[config.mk]
export PLATFORM = sky130hd
export DESIGN_NAME = vic_core
export DESIGN_NICKNAME = d
export VERILOG_FILES = /design/src/vic_pkg.sv /design/src/vic_core.sv
export SDC_FILE = /design/constraint.sdc
export NUM_CORES = 1
export LEC_CHECK = 0
export ABC_CLOCK_PERIOD_IN_PS = 46400
export BUFFER_PORTS_ARGS = -buffer_cell sky130_fd_sc_hd__buf_2
export CORE_MARGIN = 4
export CORE_UTILIZATION = 47
export CTS_CLUSTER_DIAMETER = 50
export DETAILED_ROUTE_END_ITERATION = 16
export PLACE_DENSITY = 0.78
export SETUP_SLACK_MARGIN = 0.4
export SYNTH_ARGS = -nofsm -noshare
export SYNTH_HDL_FRONTEND = slang
export SYNTH_SLANG_ARGS = --single-unit
[constraint.sdc]
create_clock -name SYS_CLK_I -period 46.4 [get_ports SYS_CLK_I]
set_clock_uncertainty 0.15 [all_clocks]
set_input_delay 6.96 -clock SYS_CLK_I [delete_from_list [all_inputs] [get_ports SYS_CLK_I]]
set_output_delay 6.96 -clock SYS_CLK_I [all_outputs]
set_load 0.01 [all_outputs]
[src/vic_pkg.sv]
// Package for the vectored interrupt control block: register map, fields, vector numbers
package vic_pkg;
	localparam int            DATA_W        = 32;
	localparam int            ADDR_W        = 12;
	localparam int            NUM_SRC       = 22;
	localparam int            LVL_W         = 3;
	localparam int            VEC_W         = 6;
	// Register byte offsets
	localparam logic [11:0]   OFF_FLAG      = 12'h000;
	localparam logic [11:0]   OFF_BASE      = 12'h004;
	localparam logic [11:0]   OFF_STATUS    = 12'h008;
	localparam logic [11:0]   OFF_MASK      = 12'h00C;
	localparam logic [11:0]   OFF_ACCEPT    = 12'h010;
	localparam logic [11:0]   OFF_SWTRAP    = 12'h014;
	localparam logic [11:0]   OFF_CTRL0     = 12'h100;
	localparam logic [11:0]   OFF_CTRL_END  = 12'h158;
	// Control register fields
	localparam int            CTRL_LVL_LSB  = 0;
	localparam int            CTRL_REQ_BIT  = 3;
	// Flag register fields
	localparam int            FLG_EN_BIT    = 0;
	localparam int            FLG_THR_LSB   = 4;
	// Vector numbering and table geometry
	localparam logic [5:0]    VEC_BRK       = 6'h00;
	localparam logic [5:0]    VEC_FIRST_HW  = 6'h0A;
	localparam logic [5:0]    VEC_SW_FIRST  = 6'h20;
	localparam int            ENTRY_SHIFT   = 2;
	localparam logic [2:0]    LVL_MAX       = 3'h7;
	localparam logic [1:0]    RESP_OKAY     = 2'h0;
	localparam logic [1:0]    RESP_SLVERR   = 2'h2;
	// Status event bits
	localparam int            EV_REQ        = 0;
	localparam int            EV_ACC        = 1;
	localparam int            EV_TRAP       = 2;
	localparam int            NUM_EV        = 3;
	typedef enum logic [1:0] {
		VIC_IDLE = 2'b00,
		VIC_SEL  = 2'b01,
		VIC_WAIT = 2'b10
	} vic_state_t;
endpackage

[src/vic_core.sv]
// Vectored interrupt control with AXI4-Lite register access
//
// Decided for this implementation: the register addresses and register access over AXI4-Lite.
`timescale 1ns/1ps
module vic_core #(
	parameter int NSRC = vic_pkg::NUM_SRC
) (
	input  wire logic                        SYS_CLK_I,
	input  wire logic                        RST_N_I,
	// Source request pulses, bit i is vector 10+i
	input  wire logic [NSRC-1:0]             SRC_REQ_I,
	// Software trap strobe from the core, any number 0 or 32..63
	input  wire logic                        TRAP_REQ_I,
	input  wire logic [vic_pkg::VEC_W-1:0]   TRAP_NUM_I,
	// Core takes the offered vector
	input  wire logic                        CPU_ACK_I,
	output logic                             CPU_IRQ_O,
	output logic [vic_pkg::VEC_W-1:0]        CPU_VEC_O,
	output logic [vic_pkg::LVL_W-1:0]        CPU_LVL_O,
	output logic [vic_pkg::DATA_W-1:0]       CPU_VADDR_O,
	output logic                             CPU_NMASK_O,
	output logic                             IRQ_O,
	// AXI4-Lite
	input  wire logic [vic_pkg::ADDR_W-1:0]  S_AXI_AWADDR,
	input  wire logic                        S_AXI_AWVALID,
	output logic                             S_AXI_AWREADY,
	input  wire logic [vic_pkg::DATA_W-1:0]  S_AXI_WDATA,
	input  wire logic [3:0]                  S_AXI_WSTRB,
	input  wire logic                        S_AXI_WVALID,
	output logic                             S_AXI_WREADY,
	output logic [1:0]                       S_AXI_BRESP,
	output logic                             S_AXI_BVALID,
	input  wire logic                        S_AXI_BREADY,
	input  wire logic [vic_pkg::ADDR_W-1:0]  S_AXI_ARADDR,
	input  wire logic                        S_AXI_ARVALID,
	output logic                             S_AXI_ARREADY,
	output logic [vic_pkg::DATA_W-1:0]       S_AXI_RDATA,
	output logic [1:0]                       S_AXI_RRESP,
	output logic                             S_AXI_RVALID,
	input  wire logic                        S_AXI_RREADY
);
	import vic_pkg::*;

	////////////////////////////////////////////////////////////////////////////
	// State

	logic                   glb_en;
	logic [LVL_W-1:0]       thr;
	logic [DATA_W-1:0]      vbase;
	logic [NSRC-1:0]        req;
	logic [LVL_W-1:0]       lvl [NSRC];
	logic [NUM_EV-1:0]      status;
	logic [NUM_EV-1:0]      mask;
	logic                   trap_pend;
	logic [VEC_W-1:0]       trap_num;
	logic [VEC_W-1:0]       last_vec;
	vic_state_t             state;
	vic_state_t             next_state;

	logic                   aw_held;
	logic                   w_held;
	logic [ADDR_W-1:0]      aw_addr;
	logic [DATA_W-1:0]      w_data;
	logic [3:0]             w_strb;

	function automatic logic [DATA_W-1:0] merge(input logic [DATA_W-1:0] old_v,
		input logic [DATA_W-1:0] new_v, input logic [3:0] strb);
		logic [DATA_W-1:0] r;
		r = old_v;
		for (int b = 0; b < 4; b++) begin
			if (strb[b]) begin
				r[b*8 +: 8] = new_v[b*8 +: 8];
			end
		end
		return r;
	endfunction

	// Control slot index from byte address, NSRC when not a control word
	function automatic int ctrl_idx(input logic [ADDR_W-1:0] a);
		int r;
		r = NSRC;
		if (a >= OFF_CTRL0 && a <= OFF_CTRL_END && a[1:0] == 2'h0) begin
			r = int'((a - OFF_CTRL0) >> ENTRY_SHIFT);
		end
		return r;
	endfunction

	////////////////////////////////////////////////////////////////////////////
	// Arbitration: highest level wins, lowest vector on a tie

	logic [NSRC-1:0]        eligible;
	logic                   any_mask;
	logic [VEC_W-1:0]       best_vec;
	logic [LVL_W-1:0]       best_lvl;
	logic [$clog2(NSRC+1)-1:0] best_idx;

	always_comb begin
		any_mask = 1'b0;
		best_lvl = '0;
		best_idx = '0;
		for (int i = 0; i < NSRC; i++) begin
			// Level zero never exceeds any threshold, so it disables
			eligible[i] = glb_en && req[i] && (lvl[i] > thr);
			if (eligible[i] && (!any_mask || lvl[i] > best_lvl)) begin
				any_mask = 1'b1;
				best_lvl = lvl[i];
				best_idx = ($clog2(NSRC+1))'(i);
			end
		end
		best_vec = VEC_FIRST_HW + VEC_W'(best_idx);
	end

	// Traps bypass enable and threshold and take precedence
	wire                    trap_ok   = TRAP_REQ_I && (TRAP_NUM_I == VEC_BRK || TRAP_NUM_I >= VEC_SW_FIRST);
	wire                    offer     = trap_pend || any_mask;
	wire [VEC_W-1:0]        sel_vec   = trap_pend ? trap_num : best_vec;
	wire [LVL_W-1:0]        sel_lvl   = trap_pend ? LVL_MAX : best_lvl;
	wire                    take      = (state == VIC_WAIT) && CPU_ACK_I;
	wire [DATA_W-1:0]       sel_addr  = vbase + (DATA_W'(CPU_VEC_O) << ENTRY_SHIFT);

	always_comb begin
		case (state)
			VIC_IDLE: next_state = offer ? VIC_SEL : VIC_IDLE;
			VIC_SEL:  next_state = VIC_WAIT;
			VIC_WAIT: next_state = CPU_ACK_I ? VIC_IDLE : VIC_WAIT;
			default:  next_state = VIC_IDLE;
		endcase
	end

	////////////////////////////////////////////////////////////////////////////
	// AXI4-Lite slave

	wire                    do_write  = aw_held && w_held && !S_AXI_BVALID;
	wire                    do_read   = S_AXI_ARVALID && S_AXI_ARREADY;
	wire                    wr_flag   = do_write && aw_addr == OFF_FLAG;
	wire                    wr_base   = do_write && aw_addr == OFF_BASE;
	wire                    wr_mask   = do_write && aw_addr == OFF_MASK;
	wire                    rd_stat   = do_read && S_AXI_ARADDR == OFF_STATUS;
	wire integer            wr_idx    = ctrl_idx(aw_addr);
	wire integer            rd_idx    = ctrl_idx(S_AXI_ARADDR);
	wire                    wr_ok     = wr_flag || wr_base || wr_mask || aw_addr == OFF_SWTRAP || wr_idx < NSRC;
	wire                    wr_ctrl   = do_write && wr_idx < NSRC && w_strb[0];
	wire                    take_src  = take && !CPU_NMASK_O && CPU_VEC_O >= VEC_FIRST_HW
		&& CPU_VEC_O < VEC_SW_FIRST;
	wire [VEC_W-1:0]        take_slot = CPU_VEC_O - VEC_FIRST_HW;
	wire [DATA_W-1:0]       new_flag  = merge({24'h0, 1'b0, thr, 3'h0, glb_en}, w_data, w_strb);

	assign S_AXI_AWREADY = !aw_held;
	assign S_AXI_WREADY  = !w_held;
	assign S_AXI_ARREADY = !S_AXI_RVALID;
	assign IRQ_O         = |(status & mask);
	assign CPU_IRQ_O     = (state == VIC_WAIT);

	logic [DATA_W-1:0]      rd_word;
	logic                   rd_ok;
	always_comb begin
		rd_ok   = 1'b1;
		rd_word = '0;
		if (rd_idx < NSRC) begin
			rd_word[CTRL_REQ_BIT] = req[rd_idx];
			rd_word[CTRL_LVL_LSB +: LVL_W] = lvl[rd_idx];
		end else begin
			case (S_AXI_ARADDR)
				OFF_FLAG:   begin
					rd_word[FLG_EN_BIT] = glb_en;
					rd_word[FLG_THR_LSB +: LVL_W] = thr;
				end
				OFF_BASE:   rd_word = vbase;
				OFF_STATUS: rd_word[NUM_EV-1:0] = status;
				OFF_MASK:   rd_word[NUM_EV-1:0] = mask;
				OFF_ACCEPT: rd_word[VEC_W-1:0] = last_vec;
				OFF_SWTRAP: rd_word[VEC_W-1:0] = trap_num;
				default:    rd_ok = 1'b0;
			endcase
		end
	end

	always_ff @(posedge SYS_CLK_I) begin
		if (!RST_N_I) begin
			aw_held      <= 1'b0;
			w_held       <= 1'b0;
			aw_addr      <= '0;
			w_data       <= '0;
			w_strb       <= '0;
			S_AXI_BVALID <= 1'b0;
			S_AXI_BRESP  <= RESP_OKAY;
			S_AXI_RVALID <= 1'b0;
			S_AXI_RRESP  <= RESP_OKAY;
			S_AXI_RDATA  <= '0;
		end else begin
			if (S_AXI_AWVALID && !aw_held) begin
				aw_held <= 1'b1;
				aw_addr <= S_AXI_AWADDR;
			end
			if (S_AXI_WVALID && !w_held) begin
				w_held <= 1'b1;
				w_data <= S_AXI_WDATA;
				w_strb <= S_AXI_WSTRB;
			end
			if (do_write) begin
				S_AXI_BVALID <= 1'b1;
				S_AXI_BRESP  <= wr_ok ? RESP_OKAY : RESP_SLVERR;
			end else if (S_AXI_BVALID && S_AXI_BREADY) begin
				S_AXI_BVALID <= 1'b0;
				aw_held      <= 1'b0;
				w_held       <= 1'b0;
			end
			if (do_read) begin
				S_AXI_RVALID <= 1'b1;
				S_AXI_RDATA  <= rd_word;
				S_AXI_RRESP  <= rd_ok ? RESP_OKAY : RESP_SLVERR;
			end else if (S_AXI_RREADY) begin
				S_AXI_RVALID <= 1'b0;
			end
		end
	end

	////////////////////////////////////////////////////////////////////////////
	// Flag register, base, mask

	always_ff @(posedge SYS_CLK_I) begin
		if (!RST_N_I) begin
			glb_en <= 1'b0;
			thr    <= '0;
			vbase  <= '0;
			mask   <= '0;
		end else begin
			if (take) begin
				// Entering a handler masks further maskable requests
				glb_en <= 1'b0;
				thr    <= CPU_LVL_O;
			end else if (wr_flag) begin
				glb_en <= new_flag[FLG_EN_BIT];
				thr    <= new_flag[FLG_THR_LSB +: LVL_W];
			end
			if (wr_base) begin
				// Entries are words, so the low bits are dropped
				vbase <= merge(vbase, w_data, w_strb) & ~DATA_W'(3);
			end
			if (wr_mask) begin
				mask <= w_data[NUM_EV-1:0];
			end
		end
	end

	////////////////////////////////////////////////////////////////////////////
	// Per-source control registers

	always_ff @(posedge SYS_CLK_I) begin
		if (!RST_N_I) begin
			req <= '0;
			for (int i = 0; i < NSRC; i++) begin
				lvl[i] <= '0;
			end
		end else begin
			for (int i = 0; i < NSRC; i++) begin
				if (SRC_REQ_I[i]) begin
					// Set wins over a clear in the same cycle
					req[i] <= 1'b1;
				end else if (take_src && int'(take_slot) == i) begin
					req[i] <= 1'b0;
				end else if (wr_ctrl && wr_idx == i && !w_data[CTRL_REQ_BIT]) begin
					// A one written here is ignored
					req[i] <= 1'b0;
				end
				if (wr_ctrl && wr_idx == i) begin
					lvl[i] <= w_data[CTRL_LVL_LSB +: LVL_W];
				end
			end
		end
	end

	////////////////////////////////////////////////////////////////////////////
	// Trap latch, offer, status events

	always_ff @(posedge SYS_CLK_I) begin
		if (!RST_N_I) begin
			trap_pend   <= 1'b0;
			trap_num    <= '0;
			state       <= VIC_IDLE;
			CPU_VEC_O   <= '0;
			CPU_LVL_O   <= '0;
			CPU_NMASK_O <= 1'b0;
			CPU_VADDR_O <= '0;
			last_vec    <= '0;
			status      <= '0;
		end else begin
			state <= next_state;
			if (trap_ok && !trap_pend) begin
				trap_pend <= 1'b1;
				trap_num  <= TRAP_NUM_I;
			end else if (take && CPU_NMASK_O) begin
				// Only a taken trap retires it; one that arrives during a maskable offer waits
				trap_pend <= 1'b0;
			end
			if (state == VIC_IDLE && offer) begin
				CPU_VEC_O   <= sel_vec;
				CPU_LVL_O   <= sel_lvl;
				CPU_NMASK_O <= trap_pend;
			end
			if (state == VIC_SEL) begin
				CPU_VADDR_O <= sel_addr;
			end
			if (take) begin
				last_vec <= CPU_VEC_O;
			end
			for (int e = 0; e < NUM_EV; e++) begin
				if (rd_stat) begin
					status[e] <= 1'b0;
				end
			end
			if (|SRC_REQ_I) begin
				status[EV_REQ] <= 1'b1;
			end
			if (take) begin
				status[EV_ACC] <= 1'b1;
			end
			if (trap_ok) begin
				status[EV_TRAP] <= 1'b1;
			end
		end
	end
endmodule

==> results.yml <==
final_layout:
  design_area_um2: 19500
  layout-drive-gt1-share: 0.152
  nFillCells: 3236
  nNetsFinal: 2391
  area_growth_pct: 12.7
  stdcell_count: 2646
  utilization: 0.543
global_route:
  gr-usage-all-layers: 0.262
  antenna_found_initial: 4
  grt_pass1_wl_um: 84500
  grt_max_degree: 84
  grt_pass1_vias: 15400
  grt_overflow_total: 0
yosys:
  async_flop_share: 0
  synthTopCellsByCount: "320 x nand2_1, 203 x dfxtp_1, 140 x nor2_1"
  ys_seq_elements: 269
  syn_inst: 2035
  synth_warnings: 0
  syn-mean-instance-area_um2: 8.49
  synth_edf_count: 66
  synth_top_area_cell: "dfxtp_1"
  yosysSeqAreaShare: 0.350
  synthFlopType: "dfxtp_1"
  synth_top_area_share: 0.235
  ys_top_cells_by_area: "dfxtp_1 24%, edfxtp_1 11%, ha_1 9.5%, nand2_1 7.0%, a21boi_0 4.2%"
  synth_cell_types: 105
  syn_area_um2: 17300
  yosysMostFrequentCell: "nand2_1"
clocking:
  cts.clk_slew.worst_paths_ps: 60
  root_buffer: "clkbuf_16"
  clockBufferDepth: 3
  cts_made_buffers: 28
  clk_latency_ps: 540
  cts-hold-fix-buffers: 0
  cts_num_sinks: 269
  cts_tree: "done"
  cts_setup_buffers: 0
  htree_levels: 1
  cts_resized: 0
critical_path:
  crit_type: "reg2reg"
  critPathArrivalTime_ps: 35700
  critPathLaunchType: "flop"
  cp_data_required_time_ps: 46730
  critPathMaxFanout: 22
  path_common_cell: "ha_1"
  max_stage_delay_ps: 520
  cp_slowest_cell: "a21boi_0"
  crit_start: "thr[1]"
  r2r_cells: 169
  worstSetupEndpointType: "flop"
  r2r-start: "thr[1]"
die:
  die_w_um: 200
  ioPinCount: 182
  initial_core_util: 0.481
  core_area_um2: 35900
  dieArea_um2: 39900
  num_rows: 69
  die_h_um: 200
run_status:
  status: "finished, final reports clean"
timing:
  slew_viol_final: 0
  tightest_slew_ps: 1130
  fmax_ghz: 0.0283
  setup_tns_ps: 0
  rsz0062_at_grt: "false"
  setup_viol: 0
  period_needed_ps: 35370
  fin_crit_sh: 0.762
  hold_violations: 0
  whs_ps: 312
  max_slew_margin: 0.242
pwr:
  p_leak_uw: 0.00802
  power.density_nw_per_um2: 28.3
  ir_drop_uv: 29.6
drt:
  via_per_inst: 6.16
  final_antenna_net_count: 0
  route.vias.total: 16300
  drt_wl_total_um: 54300
  drt_iter0_markers: 1716
  wl_per_cell_um: 20.5
  drc: 0
  first_pass_iters: 6
place:
  dp.cells: 2593
  post_dp_cell_area_um2: 18500
  numPortBuffers: 177
  hpwl_um: 41100
  gp_congestion: 0.971
min_path:
  min_from: "w_data[10]"
  hold_depth: 2
  min-delay-path-class: "reg2reg"
run:
  maxCapViolCount: 0
state kept, by name, indices dropped and copies added, names as in the netlist, 4 cells and up:
signal,count
aw_addr,12
lvl,66
vbase,30
trap_num,6
w_data,32
CPU_VADDR_O,30
last_vec,6
S_AXI_RDATA,32
w_strb,4
CPU_VEC_O,6
req,22
stage by stage:
step / worst slack [ps] / power (uW)
after floorplan: 15110 / 300
after global placement: 12540 / 320
after detailed placement: 11560 / 323
after CTS: 11440 / 552
after global routing: 7970 / 570
final: 11030 / 552
report_power, final:
| part | leakage, uW | switching (uW) | internal, uW |
|---|---|---|---|
| Clock | 0.000478 | 94.4 | 138 |
| Sequential | 0.00234 | 12.5 | 249 |
| Combinational | 0.00520 | 34.3 | 23.7 |
| Total | 0.00802 | 141 | 411 |
worst paths after layout:
path,endpoint,slack (ps)
max,CPU_VEC_O[5],11030
min,w_data[10],310
max reg2reg,CPU_VEC_O[5],11030
min reg2reg,w_data[10],310
logic make-up after synthesis:
logic type	count (synthesis)	share of synthesized area
buffers and inverters	197	0.0447
xor gates and xnor gates	27	0.0137
muxes	60	0.0369
and+or+nand+nor	793	0.218
other	1	0.000217
adders and majority gates	135	0.0978
AOI/OAI and AO/OA	553	0.238
DFF	269	0.350
placed cells by master, fill, tap and decap left out, types with 45 or more instances in the layout:
cell type,n
nor2b_1,80
nor2_1,140
nand3_1,85
o21ai_0,85
dfxtp_1,203
a21boi_0,96
inv_1,97
buf_2,176
a21oi_1,81
nand2_1,320
edfxtp_1,66
ha_1,131
mux2i_1,45
layer usage:
layer | wire, um | part of all wire | vias to the layer above | track usage
li1 | - | - | 7595 | -
met1 | 22800 | 0.42 | 7747 | 0.365
met2 | 24400 | 0.45 | 821 | 0.420
met3 | 5280 | 0.097 | 122 | 0.0448
met4 | 1730 | 0.032 | 8 | 0.0770
met5 | 47 | 0.00087 | - | 0
critical path: cells and delay by family (launching register included):
family	cells	cell delay (ps)
muxes	7	2140
and+or+nand+nor	35	5940
buffers and inverters	10	1040
adders and majority gates	25	7110
DFF	1	320
AOI/OAI and AO/OA	92	18600
layout make-up:
class,instances,area [um2],share of cell area
Antenna cell,1,2.50,0.000128
Tap cell,461,577,0.0296
Clock buffer,38,833,0.0428
Timing Repair Buffer,194,1020,0.0523
Sequential cell,269,6050,0.310
Multi-Input combinational cell,1572,10500,0.539
Clock inverter,14,141,0.00726
Inverter,97,364,0.0187
Power figures use the tool's default switching activity.
